$ cat src/est_timer_regs.svh
// Reset values and field constants of the eight/sixteen bit timer.
`ifndef EST_TIMER_REGS_SVH
`define EST_TIMER_REGS_SVH

`define EST_COUNT_LOW_RST     8'h00
`define EST_HIGH_PERIOD_RST   8'hFF
`define EST_COUNT_MAX_8       8'hFF
`define EST_COUNT_ZERO        8'h00
`define EST_DIV_SEL_RST       4'h0
`define EST_PRESC_ZERO        15'h0000
`define EST_PRESC_ONE         15'h0001
`define EST_POST_ZERO         4'h0
`define EST_POST_ONE          4'h1

`endif

$ cat src/est_timer_pkg.sv
// Types shared by the eight/sixteen bit timer.
package est_timer_pkg;

	typedef struct packed {
		logic [14:0] presc;
		logic        src_prev;
		logic [7:0]  count_low;
		logic [7:0]  count_high;
		logic [7:0]  high_buf;
		logic [7:0]  shadow;
		logic [3:0]  post;
		logic        out_bit;
		logic        flag;
		logic        enable;
		logic        wide;
		logic [3:0]  in_div;
		logic [3:0]  out_div;
	} est_state_t;

endpackage

$ cat src/est_timer.sv
// Eight/sixteen bit timer with input divider, output divider and event flag.
`timescale 1ns/1ps
`include "est_timer_regs.svh"

// Operation
// - Wide mode select picks 8 or 16 bits.
// - Count advances on divided source rising edges.
// - 8-bit mode compares low byte with shadow period.
// - On match clear low, refresh shadow period.
// - Zero period keeps output bit high.
// - 16-bit value is high byte over low.
// - In 16-bit mode a low byte read latches upper count byte.
// - High write buffers; low write loads it in 16-bit mode.
// - 16-bit counter wraps to zero, free running.
// - No automatic period reload in 16-bit mode.
// - Output toggles per match or wrap, divided.
// - Event flag set on toggle; interrupt when enabled.
// - Sixteen power-of-two input ratios, cleared by low and control writes.
// - Counts only while enable bit is one.
module est_timer
	import est_timer_pkg::*;
(
	// Clock, reset and clock enable
	input  wire logic       ref_clk,
	input  wire logic       reset_n,
	input  wire logic       clk_en,
	// Selected timer clock source, synchronous to ref_clk
	input  wire logic       count_src,
	// Control register write
	input  wire logic       ctrl_wr,
	input  wire logic       timer_enable_bit,
	input  wire logic       wide_mode_select,
	input  wire logic [3:0] input_divider_select,
	input  wire logic [3:0] output_divider_select,
	// Count byte access
	input  wire logic       low_wr,
	input  wire logic       low_rd,
	input  wire logic       high_wr,
	input  wire logic [7:0] wr_data,
	// Event flag and interrupt
	input  wire logic       flag_clr,
	input  wire logic       int_enable,
	// Status
	output logic [7:0]      count_low_byte,
	output logic [7:0]      count_high_period_byte,
	output logic            timer_output_bit,
	output logic            timer_output_signal,
	output logic            timer_event_flag,
	output logic            timer_irq,
	output logic            enable_status,
	output logic            wide_status
);

	est_state_t s_q;
	est_state_t s_d;

	logic        src_rise;
	logic        tick;
	logic        match8;
	logic        wrap16;
	logic        cnt_event;
	logic        post_event;

	// Mask of the prescaler bits that must all be one for a 2^sel ratio.
	function automatic logic [14:0] presc_mask(input logic [3:0] sel);
		logic [15:0] m;
		m = (16'h0001 << sel) - 16'h0001;
		return m[14:0];
	endfunction

	always_comb
	begin
		s_d = s_q;
		src_rise = count_src & ~s_q.src_prev;
		tick = 1'b0;
		match8 = 1'b0;
		wrap16 = 1'b0;
		post_event = 1'b0;
		s_d.src_prev = count_src;
		if (s_q.enable && src_rise)
		begin
			s_d.presc = s_q.presc + `EST_PRESC_ONE;
			tick = ((s_q.presc & presc_mask(s_q.in_div)) == presc_mask(s_q.in_div));
		end
		match8 = tick && !s_q.wide && (s_q.count_low == s_q.shadow);
		wrap16 = tick && s_q.wide && (s_q.count_low == `EST_COUNT_MAX_8)
			&& (s_q.count_high == `EST_COUNT_MAX_8);
		cnt_event = match8 || wrap16;
		if (tick)
		begin
			if (!s_q.wide)
			begin
				if (match8)
				begin
					s_d.count_low = `EST_COUNT_ZERO;
					s_d.shadow = s_q.high_buf;
				end
				else
				begin
					s_d.count_low = s_q.count_low + 8'h01;
				end
			end
			else
			begin
				// Wrap falls out of the 16-bit add; nothing reloads the count.
				{s_d.count_high, s_d.count_low} = {s_q.count_high, s_q.count_low} + 16'h0001;
			end
		end
		// Output divider: every out_div+1 events toggle the output.
		if (cnt_event)
		begin
			if (s_q.post == s_q.out_div)
			begin
				s_d.post = `EST_POST_ZERO;
				post_event = 1'b1;
				s_d.out_bit = ~s_q.out_bit;
			end
			else
			begin
				s_d.post = s_q.post + `EST_POST_ONE;
			end
		end
		if (!s_q.wide && (s_q.high_buf == `EST_COUNT_ZERO))
		begin
			s_d.out_bit = 1'b1;
		end
		// Set wins over a clear in the same cycle.
		if (post_event)
		begin
			s_d.flag = 1'b1;
		end
		else if (flag_clr)
		begin
			s_d.flag = 1'b0;
		end
		if (low_rd && s_q.wide)
		begin
			s_d.high_buf = s_q.count_high;
		end
		if (high_wr)
		begin
			s_d.high_buf = wr_data;
		end
		if (low_wr)
		begin
			s_d.count_low = wr_data;
			if (s_q.wide)
			begin
				s_d.count_high = s_q.high_buf;
			end
			s_d.presc = `EST_PRESC_ZERO;
			s_d.post = `EST_POST_ZERO;
		end
		if (ctrl_wr)
		begin
			s_d.enable = timer_enable_bit;
			s_d.wide = wide_mode_select;
			s_d.in_div = input_divider_select;
			s_d.out_div = output_divider_select;
			s_d.presc = `EST_PRESC_ZERO;
			s_d.post = `EST_POST_ZERO;
		end
	end

	always_ff @(posedge ref_clk or negedge reset_n)
	begin
		if (!reset_n)
		begin
			s_q.presc <= `EST_PRESC_ZERO;
			s_q.src_prev <= 1'b0;
			s_q.count_low <= `EST_COUNT_LOW_RST;
			s_q.count_high <= `EST_COUNT_ZERO;
			s_q.high_buf <= `EST_HIGH_PERIOD_RST;
			s_q.shadow <= `EST_HIGH_PERIOD_RST;
			s_q.post <= `EST_POST_ZERO;
			s_q.out_bit <= 1'b0;
			s_q.flag <= 1'b0;
			s_q.enable <= 1'b0;
			s_q.wide <= 1'b0;
			s_q.in_div <= `EST_DIV_SEL_RST;
			s_q.out_div <= `EST_DIV_SEL_RST;
		end
		else if (clk_en)
		begin
			s_q <= s_d;
		end
	end

	assign count_low_byte = s_q.count_low;
	assign count_high_period_byte = s_q.high_buf;
	assign timer_output_bit = s_q.out_bit;
	assign timer_output_signal = s_q.out_bit;
	assign timer_event_flag = s_q.flag;
	// Interrupt follows the sticky flag so a missed cycle cannot lose it.
	assign timer_irq = s_q.flag & int_enable;
	assign enable_status = s_q.enable;
	assign wide_status = s_q.wide;

	logic quiet;
	assign quiet = clk_en && !low_wr && !ctrl_wr && !high_wr;
endmodule

$ cat config.mk
export PLATFORM = sky130hd
export DESIGN_NAME = est_timer
export DESIGN_NICKNAME = d
export VERILOG_FILES = /design/src/est_timer_pkg.sv /design/src/est_timer.sv
export VERILOG_INCLUDE_DIRS = /design/src
export SDC_FILE = /design/constraint.sdc
export NUM_CORES = 1
export LEC_CHECK = 0
export BUFFER_PORTS_ARGS = -buffer_cell sky130_fd_sc_hd__buf_4
export CORE_MARGIN = 5
export CORE_UTILIZATION = 45
export DETAILED_ROUTE_END_ITERATION = 7
export GPL_TIMING_DRIVEN = 0
export PLACE_DENSITY = 0.72
export SYNTH_ARGS = -nofsm -noshare
export SYNTH_HDL_FRONTEND = slang
export SYNTH_SLANG_ARGS = --single-unit
$ cat constraint.sdc
create_clock -name ref_clk -period 4.5 [get_ports ref_clk]
set_input_delay 0.9 -clock ref_clk [delete_from_list [all_inputs] [get_ports ref_clk]]
set_output_delay 0.9 -clock ref_clk [all_outputs]
set_load 0.03 [all_outputs]
; ---- Word-level counts from Yosys, hierarchy flattened
; Cells that the tools add are included.
[word_totals]
elab_cells = 78
out_inout_bits = 22
in_bits = 28
ff_bits = 64
[classes]
shift = 1
n_reduce_logical = 26
add_sub_neg = 5
n_mux = 22
n_bitwise = 6
n_eq_ne = 5
[op_table]
columns = op, n
row1 = $mux 8, 6
row2 = $mux 15, 3
row3 = $mux 16, 2
row4 = $add 16x1->16 const B, 1
row5 = $eq 8x8->1 const B, 2
row6 = $add 15x1->15 const B, 1
row7 = $and 15x15->15, 1
row8 = $eq 15x15->1, 1
row9 = $shl 1x4->15 const A, 1
row10 = $sub 15x1->15 const B, 1
row11 = $mux 4, 3
row12 = $reduce_and 2->1, 6
row13 = $reduce_bool 2->1, 5
row14 = $add 8x1->8 const B, 1
row15 = $eq 8x8->1, 1
row16 = $logic_and 1x1->1, 8
row17 = $logic_not 8->1, 1
row18 = $mux 1, 7
row19 = $reduce_bool 3->1, 2
row20 = $mux 5, 1
row21 = $add 4x1->4 const B, 1
row22 = $eq 4x4->1, 1
row23 = $reduce_and 4->1, 1
row24 = $not 1->1, 3
row25 = 4 further kinds, 5

; ---- Depth between registers and ports, before layout
; Gate-level depths: netlist of run 1.
[logic_depth]
word_depth = 12
ltp_mapped = 13
mapped_depth_nobuf = 9

; ---- Worst setup path after synthesis of run 1
; Ideal clock, no wire load.
[synth_timing]
kind = register to register
start = register s_q[5] in the netlist's numbering
end = register s_q (netlist bit count_low_byte[1])
path_stages_with_launch = 13
setup_slack_ps = 1451
setup_ps = 126
path_buffers = 3
required_ps = 4374
period_less_slack_ps = 3049
arrival_time_ps = 2923
cell_sequence = dfrtp_1 -> buf_2 -> nor2_1 -> nand3b_1 -> ha_1 -> buf_2 -> or4b_1 -> and4_4 -> or3_4 -> and4_1 -> buf_6 -> and3_1 -> o32a_1
[synth_via]
elab_chain_cells = 11
elab_cells_between_ends = 13
cone_classes = 1 x add/sub / 1 x eq/ne / 1 x shift / 5 x mux / 1 x bitwise / 4 x reduce/logical
[synth_lines]
columns = element, line_no
row1 = start: declaration, est_timer.sv:54  ; est_state_t s_q;
row2 = $shl 1x4->15 *, est_timer.sv:67  ; m = (16'h0001 << sel) - 16'h0001;
row3 = $sub 15x1->15 *, est_timer.sv:67
row4 = $and 15x15->15, est_timer.sv:83  ; tick = ((s_q.presc & presc_mask(s_q.in_div)) == presc_mask(s_q.in_div));
row5 = $eq 15x15->1 *, est_timer.sv:83
row6 = $mux 1 *, est_timer.sv:80  ; if (s_q.enable && src_rise)
row7 = $logic_and 1x1->1 (2 in a row), est_timer.sv:85  ; match8 = tick && !s_q.wide && (s_q.count_low == s_q.shadow);
row8 = $mux 8, est_timer.sv:93  ; if (match8)
row9 = $mux 8, est_timer.sv:91  ; if (!s_q.wide)
row10 = $mux 16, est_timer.sv:89  ; if (tick)
row11 = $mux 16, est_timer.sv:144  ; if (low_wr)
; Mark *: on every way between the ends. The rest lies on a longest branch, timed or not. The select of a mux whose other input is x is not followed.
; A chain may end at the register's enable or synchronous reset.

; ---- Worst setup path after layout of run 1
; Same ends and word-level chain as after synthesis.

==> results.txt, run 1 <==
Root Buffer: clkbuf_8
P_leak: 0.00199 uW
IO Port Bufs: 47
adder-cell area share of the yosys netlist: 1.27%
largest net degree at the start of global routing: 65
post-synthesis sequential area ratio: 41.3%
cell mode on critical path: buf_2
Tmin final: 3.41 ns
Post-synth EDFFs: 0
Placer Congestion: 0.887
path type of the worst setup path: reg -> reg
endpoints failing setup: 0
final hold violation count: 0
final routed DRC violation total: 0
Initial Utilization: 45.7%
Max VDD drop: 0.000209 V
Post-Layout Cell Count: 591
DRT Wirelength: 10,100 um
Synth Area in Compound Gates: 14.6%
slew margin rel.: 42.1%
Synth Register Bits: 64
Clk pin slew, worst setup/hold paths: 0.08 ns
syn_area_per_cell: 9.35 sq um
Post-Synth Simple-Gate Area: 21.6%
Cell variety after synth: 63
CTS Hold Buffers Added: 0
Die Wd: 103 um
Startpoint Class: flip-flop
worst-margin pin slew: 0.862 ns
multiplexer area fraction after synthesis: 8.28%
Ys Warns: 0
Post-Synth XOR/XNOR Area: 5.57%
I/O pin total: 50
height of the die: 103 um
critical path cell sequence: buf_2 -> nor2_1 -> nand3b_1 -> ha_1 -> buf_2 -> or4b_1 -> and4_4 -> or3_4 -> a41oi_1 -> buf_2 -> nor2_1 -> o32a_1
DR vias/cell: 5.85
share of layout cells above drive strength 1: 26.3%
Layout fillers: 809
maximum buffer depth of the clock tree: 2
main combinational cell family by area after synthesis: simple AND/OR/NAND/NOR gates
All-Layer GR Usage: 20.4%
final period utilization: 75.8%
Worst Path Arrival: 3.64 ns
WP buf/inv: 3
FMAX: 293 MHz
grt ovf: 0
Top Family by Delay on Critical Path: simple AND/OR/NAND/NOR gates
via count: 3,459
cts bufs inserted: 9
Cell Rows: 34
H-Tree Depth: 3
dominant synthesized flop cell: dfrtp_1
post-CTS setup buffer count: 0
Mapped Cells: 420
Hold Crit Class: reg -> reg
drt pass-1 iters: 6
outcome: complete, no violations
Synth Cell Area: 3930 sq um
Worst EP required: 4.73 ns
unrepaired setup endpoints after global routing: false
Post-synth ARST share: 100%
first-pass GRT wire length: 16,900 um
# nets final: 510
clock latency on the worst-skew pair: 0.35 ns
initial antenna violation count: 0
Max Slew Vio Count: 0
antenna-violating nets left: 0
Layout Area Growth over Synthesis: 17.8%
Die Area: 10,700 sq um
ANT cells: 0
Final HPWL DP: 7390 um
Worst Skew: 0.00884 ns
Post-Route Setup TNS: 0 ns
Sink Count: 64
Syn Nets: 452
# resized after CTS: 0
CP max-delay cell: or4b_1
Routed wire per std cell: 17.2 um
core area: 8590 sq um
vias in the first global route: 3,362
max-cap violations: 0
initial DRC count: 244
element type at the critical path end: flip-flop
crit-path max cell delay: 0.47 ns
placed cells: 575
P per Cell Area: 371 nW/um^2
CTS tree: done
CP max FO: 10
==> Yosys cell counts (5+ instances only) <==
master	n	area share, %
nand2_1	41	3.9
nand3_1	25	3.2
nand4_1	10	1.6
buf_4	17	3.2
and3_1	9	1.4
and2_1	7	1.1
a21oi_1	8	1.0
a41oi_1	5	1.1
mux2i_1	10	2.5
nor3_1	8	1.0
mux2_2	20	5.7
inv_1	15	1.4
o21ai_0	20	2.5
xnor2_1	15	3.3
o22ai_1	7	1.1
nor2_1	30	2.9
clkbuf_1	14	1.3
dfrtp_1	48	31
o31ai_1	5	0.96
dfstp_2	16	11
xor2_1	10	2.2
==> kinds of logic (layout without fill, tap and decap cells) <==
| kind of cell | after synthesis | count (layout) |
|---|---|---|
| AND/OR/NAND/NOR | 162 | 162 |
| AO/OA/AOI/OAI | 81 | 81 |
| flip-flops | 64 | 64 |
| buffers and inverters | 54 | 117 |
| multiplexers | 30 | 30 |
| XOR/XNOR | 25 | 25 |
| adder cells (fa/ha/maj) | 4 | 4 |
==> report_power, final <==
part / switching, uW / internal, uW / leakage, uW
clock network: 231 / 312 / 0.000104
registers: 95.2 / 649 / 0.000782
logic: 232 / 197 / 0.00111
==> layer usage <==
layer  vias to the layer above  track usage, %  part of all wire [%]
met5                         -               0                     0
met4                         0            9.36                   3.1
met3                        27            4.16                   8.4
met2                       152            31.4                    45
met1                      1648            27.6                    43
li1                       1632               -                     -
==> worst register-to-register path: stages (launching register included) <==
cell and delay, ns:
dfrtp_1 0.36, buf_2 0.16, nor2_1 0.31, nand3b_1 0.13, ha_1 0.19, buf_2 0.17
or4b_1 0.47, and4_4 0.19, or3_4 0.37, a41oi_1 0.36, buf_2 0.32, nor2_1 0.10
o32a_1 0.19
==> stage by stage <==
step / area (sq um) / setup slack, ns / hold WS, ns / util (%) / power (uW)
2_1_floorplan: 3930 / 1.45 / 0.473 / - / 1020
3_3_place_gp: 4420 / 1.17 / 0.483 / 51.4 / 1170
3_5_place_dp: 4420 / 1.14 / 0.493 / 51.4 / 1180
4_1_cts: 4630 / 1.11 / 0.508 / 53.9 / 1730
5_1_grt: 4630 / 0.940 / 0.526 / 53.9 / 1800
6_report: 4630 / 1.09 / 0.502 / 53.9 / 1720
==> cell type report <==
class	count	area, sq um	area share (%)
Clock buffer	11	131	2.84
Multi-Input combinational cell	302	2010	43.5
Clock inverter	5	81.3	1.76
Inverter	15	56.3	1.22
Sequential cell	64	1620	35.0
Tap cell	108	135	2.92
Timing Repair Buffer	47	353	7.62
Buffer	39	238	5.14
==> final timing paths <==
path	slack, ns	to	cells after the start	from
worst max-delay path	1.09	count_low_byte[1]$_DFFE_PN0P_	12	s_q[5]$_DFFE_PN0P_
worst min-delay path	0.50	s_q[48]$_DFFE_PN0P_	1	s_q[48]$_DFFE_PN0P_
worst max register to register	1.09	count_low_byte[1]$_DFFE_PN0P_	12	s_q[5]$_DFFE_PN0P_
worst min register to register	0.50	s_q[48]$_DFFE_PN0P_	1	s_q[48]$_DFFE_PN0P_
max in group asynchronous	3.31	asynchronous set/reset pin	1	reset_n
min in group asynchronous	0.63	s_q[50]$_DFFE_PN0P_	1	reset_n
==> cell usage in the layout, fill, tap and decap left out, types with 4 or more instances in the layout <==
master    Yosys  layout
o31ai_1       5       5
buf_4        17      64
mux2i_1      10      10
clkbuf_8      0       9
a21oi_1       8       8
dfstp_2      16      16
a211oi_1      4       4
nor2_1       30      30
nand3_1      25      25
buf_2         4       4
and2_1        7       7
inv_1        15      15
ha_1          4       4
a41oi_1       5       5
clkbuf_1     14      16
nor3_1        8       8
xnor2_1      15      15
a22oi_1       4       4
o21ai_0      20      20
and3_1        9       9
mux2_2       20      20
dfrtp_1      48      48
nand4b_1      4       4
nor4_1        4       4
nand4_1      10      10
nand2_1      41      41
xor2_1       10      10
o22ai_1       7       7
Note: power is estimated with default switching activity, not from simulation.
==> inputs of run 2 (changes only) <==
clock period = 3.5 ns   (was 4.5 ns; I/O delays follow)
==> run 2 against run 1 <==
Effect of this change: worst hold slack worse by 0.070 ns; final cell count stayed put; register-to-register slack got worse by 0.90 ns; die area unchanged; clock skew about the same; core utilization hardly changed; combinational power rose by 29%.
==> results.txt, run 2 (same netlist as run 1, synthesis figures left out) <==
Max VDD drop: 0.000268 V
overall power: 2210 uW
ANT cells: 0
DRT Wirelength: 10,100 um
maximum buffer depth of the clock tree: 2
Sequential Power Share: 43.3%
Sw Ratio: 32.5%
initial antenna violation count: 0
P_leak: 0.00199 uW
placed standard-cell area: 4420 sq um
via count: 3,427
unrepaired setup endpoints after global routing: false
most common cell after layout, fill and taps aside: buf_4
Comb pwr share: 25.1%
P per Cell Area: 477 nW/um^2
slew margin rel.: 43.2%
CTS Hold Buffers Added: 0
Sink Count: 64
DR vias/cell: 5.80
Routed wire per std cell: 17.2 um
Worst Skew: 0.00886 ns
Initial Utilization: 45.7%
final hold violation count: 0
Register Area: 1620 sq um
Final Cell Area: 4630 sq um
worst-margin pin slew: 0.846 ns
outcome: complete, no violations
internal power: 1490 uW
All-Layer GR Usage: 20.4%
Post-Route Setup TNS: 0 ns
Final HPWL DP: 7390 um
Worst EP required: 3.73 ns
Hold Crit Class: in -> async
Root Buffer: clkbuf_8
Layout fillers: 809
most frequent cells in the layout: buf_4 (64), dfrtp_1 (48), nand2_1 (41)
vias in the first global route: 3,362
final routed DRC violation total: 0
Tmin final: 3.31 ns
Psw: 717 uW
core area: 8590 sq um
# nets final: 510
antenna-violating nets left: 0
cts bufs inserted: 9
share of layout cells above drive strength 1: 26.5%
grt ovf: 0
Cell Rows: 34
Worst Path Arrival: 3.54 ns
Clk pin slew, worst setup/hold paths: 0.08 ns
initial DRC count: 282
share of power burned in the clock network: 31.6%
element type at the critical path end: flip-flop
largest net degree at the start of global routing: 65
drt pass-1 iters: 5
FMAX: 302 MHz
clock latency on the worst-skew pair: 0.34 ns
IO Port Bufs: 47
area of the multi-input gates: 2020 sq um
CP max FO: 10
I/O pin total: 50
endpoints failing setup: 0
path type of the worst setup path: reg -> reg
first-pass GRT wire length: 16,900 um
max-cap violations: 0
Max Slew Vio Count: 0
final period utilization: 94.6%
height of the die: 103 um
Die Area: 10,700 sq um
Layout Area Growth over Synthesis: 17.9%
CTS tree: done
post-CTS setup buffer count: 0
Die Wd: 103 um
Placer Congestion: 0.887
Startpoint Class: flip-flop
H-Tree Depth: 3
run 2: changes by cell type in the layout (fill, tap and decap cells not counted):
cell	previous run	this run
nor2_1	30	29
nor2_2	0	1
run 2: metal layers:
metal  GRT usage [%]  up-vias  routed length (um)
met3            4.16       21                 790
met4            9.36        0                 295
met5               0        -                   0
li1                -     1634                   -
met2            31.4      136                4570
met1            27.6     1636                4490
run 2: area by class of cell:
cell class	instances	share of cell area, %
flip-flops and latches	64	35.0
multi-input cells	302	43.5
clock buffers	11	2.84
well taps	108	2.92
repair buffers	47	7.62
clock inverters	5	1.76
plain buffers	39	5.13
inverters	15	1.22
run 2: what timing repair did:
action / 4_1_cts / 5_1_grt
resized for setup: 0 / 1
endpoints found under the setup margin: 0 / 4
hold endpoints to repair: 0 / 0
run 2: worst max-delay path, stage by stage (launching register included):
cell	delay (ns)
dfrtp_1	0.36
buf_2	0.17
nor2_2	0.24
nand3b_1	0.11
ha_1	0.18
buf_2	0.17
or4b_1	0.47
and4_4	0.19
or3_4	0.37
a41oi_1	0.36
buf_2	0.31
nor2_1	0.09
o32a_1	0.19
run 2: final timing paths:
path	start	slack [ns]	cells past startpoint	endpoint
worst min-delay path	reset_n	0.43	1	s_q[50]$_DFFE_PN0P_
worst max-delay path	s_q[5]$_DFFE_PN0P_	0.19	12	count_low_byte[1]$_DFFE_PN0P_
worst min register to register	s_q[48]$_DFFE_PN0P_	0.50	1	s_q[48]$_DFFE_PN0P_
worst max register to register	s_q[5]$_DFFE_PN0P_	0.19	12	count_low_byte[1]$_DFFE_PN0P_
min in group ref_clk	s_q[48]$_DFFE_PN0P_	0.50	1	s_q[48]$_DFFE_PN0P_
max in group asynchronous	reset_n	2.52	1	asynchronous set/reset pin
run 2: power groups by stage:
stage | clock network [uW] | logic [uW] | registers (uW)
detailed placement | 0 | 553 | 965
floorplan | 0 | 388 | 925
global placement | 0 | 541 | 962
global route | 747 | 605 | 967
CTS | 713 | 556 | 952
finish | 698 | 553 | 956
run 2: metrics by stage:
step	hold slack [ns]	std cells	setup WS (ns)	util, %
after floorplan	0.404	420	0.451	-
after global placement	0.483	575	0.166	51.4
after detailed placement	0.493	575	0.136	51.4
after CTS	0.466	591	0.112	53.9
after global routing	0.509	591	0.0339	53.9
final	0.432	591	0.190	53.9
==> inputs of run 3 (changes only) <==
--- a/config.mk
+++ b/config.mk
@@ -12,5 +12,4 @@
 export DETAILED_ROUTE_END_ITERATION = 7
 export GPL_TIMING_DRIVEN = 0
-export PLACE_DENSITY = 0.72
 export SYNTH_ARGS = -nofsm -noshare
 export SYNTH_HDL_FRONTEND = slang
==> constraint.sdc (replaced) <==
create_clock -name ref_clk -period 4.2 [get_ports ref_clk]
set_input_delay 0.42 -clock ref_clk [delete_from_list [all_inputs] [get_ports ref_clk]]
set_output_delay 0.42 -clock ref_clk [all_outputs]
set_load 0.03 [all_outputs]
==> run 3 against run 2 <==
Effect of this change: core utilization is 0.29 points lower; via count is 0.18% higher; largest power group unchanged; highest routed layer unchanged; fmax is 2.3% lower.
==> results.txt, run 3 (same netlist as run 1, synthesis figures left out) <==
CP max-delay cell: or4b_1
FMAX: 295 MHz
ANT cells: 0
wl on met1: 4850 um
CTS Hold Buffers Added: 0
antenna-violating nets left: 0
Sink Count: 64
Psw: 598 uW
Sw Ratio: 33.4%
endpoints failing setup: 0
vias in the first global route: 3,266
highest metal used: met4
DRT Wirelength: 10,500 um
final hold violation count: 0
cts bufs inserted: 9
drt pass-1 iters: 5
fin util: 53.6%
Clk pin slew, worst setup/hold paths: 0.07 ns
Hold Crit Class: in -> async
path type of the worst setup path: reg -> reg
via count: 3,433
largest net degree at the start of global routing: 65
met3 WL: 637 um
Routed wire per std cell: 17.8 um
Layout fillers: 814
share of power burned in the clock network: 29.4%
most common cell after layout, fill and taps aside: buf_4
max-cap violations: 0
placed standard-cell area: 4420 sq um
clock latency on the worst-skew pair: 0.35 ns
element type at the critical path end: flip-flop
share of layout cells above drive strength 1: 26.3%
Worst setup startpoint: s_q[6]$_DFFE_PN0P_
outcome: complete, no violations
Max Slew Vio Count: 0
maximum buffer depth of the clock tree: 2
# nets final: 510
first-pass GRT wire length: 17,400 um
flop2flop setup slack: 0.81 ns
initial antenna violation count: 0
IO Port Bufs: 47
CP max FO: 10
I/O pin total: 50
P per Cell Area: 389 nW/um^2
worst-margin pin slew: 0.841 ns
DR vias/cell: 5.81
Die Wd: 103 um
grt ovf: 0
Post-Layout Cell Count: 591
initial DRC count: 176
height of the die: 103 um
worst reg2reg startpoint: s_q[6]$_DFFE_PN0P_
Layout Area Growth over Synthesis: 17.3%
post-CTS setup buffer count: 0
cell mode on critical path: buf_2
H-Tree Depth: 3
Die Area: 10,700 sq um
most frequent cells in the layout: buf_4 (64), dfrtp_1 (48), nand2_1 (41)
core area: 8590 sq um
Max VDD drop: 0.000211 V
met2 WL: 4860 um
slew margin rel.: 43.5%
Placer Congestion: 0.910
Startpoint Class: flip-flop
Worst Path Arrival: 3.62 ns
All-Layer GR Usage: 21.2%
Final Cell Area: 4610 sq um
placed cells: 575
Post-Route Setup TNS: 0 ns
crit-path max cell delay: 0.48 ns
Tmin final: 3.39 ns
P_leak: 0.00199 uW
overall power: 1790 uW
unrepaired setup endpoints after global routing: false
CTS tree: done
Cell Rows: 34
Comb pwr share: 25.9%
internal power: 1190 uW
final routed DRC violation total: 0
critical path cell sequence: buf_2 -> nor2_1 -> nand3b_1 -> ha_1 -> buf_2 -> or4b_1 -> and4_4 -> or3_4 -> a41oi_1 -> buf_2 -> nor2_1 -> o32a_1
# resized after CTS: 0
final period utilization: 80.7%
Sequential Power Share: 44.6%
Worst Skew: 0.0115 ns
Initial Utilization: 45.7%
Worst EP required: 4.43 ns
Final HPWL DP: 7630 um
Root Buffer: clkbuf_8
[run 3: cell count changes in the layout (fill, tap and decap cells not counted)]
cell and delta:
clkbuf_8 +1, nor2_1 +1, clkinv_2 +2, clkinvlp_4 -1, nor2_2 -1, clkinv_4 -1, bufinv_16 -1
[run 3: power groups by stage]
stage	combinational (uW)	clock (uW)	sequential, uW
after floorplan	323	0	771
after global placement	458	0	805
after detailed placement	466	0	807
after CTS	467	547	796
after global routing	511	562	810
final	465	527	800
[run 3: metrics by stage]
stage               setup slack, ns  hold WS, ns
floorplan                      1.15        0.124
global placement              0.859        0.481
detailed placement            0.843        0.493
CTS                           0.834        0.193
global route                  0.550        0.245
finish                        0.812        0.167
[run 3: worst paths after layout]
kind	end	depth (start not counted)
worst max-delay path	count_low_byte[1]$_DFFE_PN0P_	12
worst min-delay path	s_q[59]$_DFFE_PN0P_	1
worst max register to register	count_low_byte[1]$_DFFE_PN0P_	12
worst min register to register	s_q[48]$_DFFE_PN0P_	1
max in group asynchronous	count_low_byte[6]$_DFFE_PN0P_	1
min in group ref_clk	s_q[1]$_DFFE_PN0P_	2
[run 3: critical path, delay by kind of cell (launching register included)]
family                   cells  cell delay (ns)
adder cells (fa/ha/maj)      1             0.19
buffers and inverters        3             0.65
AO/OA/AOI/OAI                2             0.50
flip-flops                   1             0.36
AND/OR/NAND/NOR              6             1.57
[run 3: layout make-up]
type | instances | area (sq um) | area share [%]
Buffer | 39 | 238 | 5.16
Multi-Input combinational cell | 302 | 2010 | 43.7
Sequential cell | 64 | 1620 | 35.2
Clock inverter | 4 | 45.0 | 0.978
Clock buffer | 12 | 145 | 3.15
Inverter | 15 | 56.3 | 1.22
Tap cell | 108 | 135 | 2.93
Timing Repair Buffer | 47 | 353 | 7.66
[run 3: metal layers]
| metal | track usage, % | vias up |
|---|---|---|
| met5 | 0 | - |
| met4 | 6.37 | 0 |
| met3 | 4.16 | 13 |
| met2 | 32.2 | 111 |
| met1 | 30.6 | 1671 |
| li1 | - | 1638 |
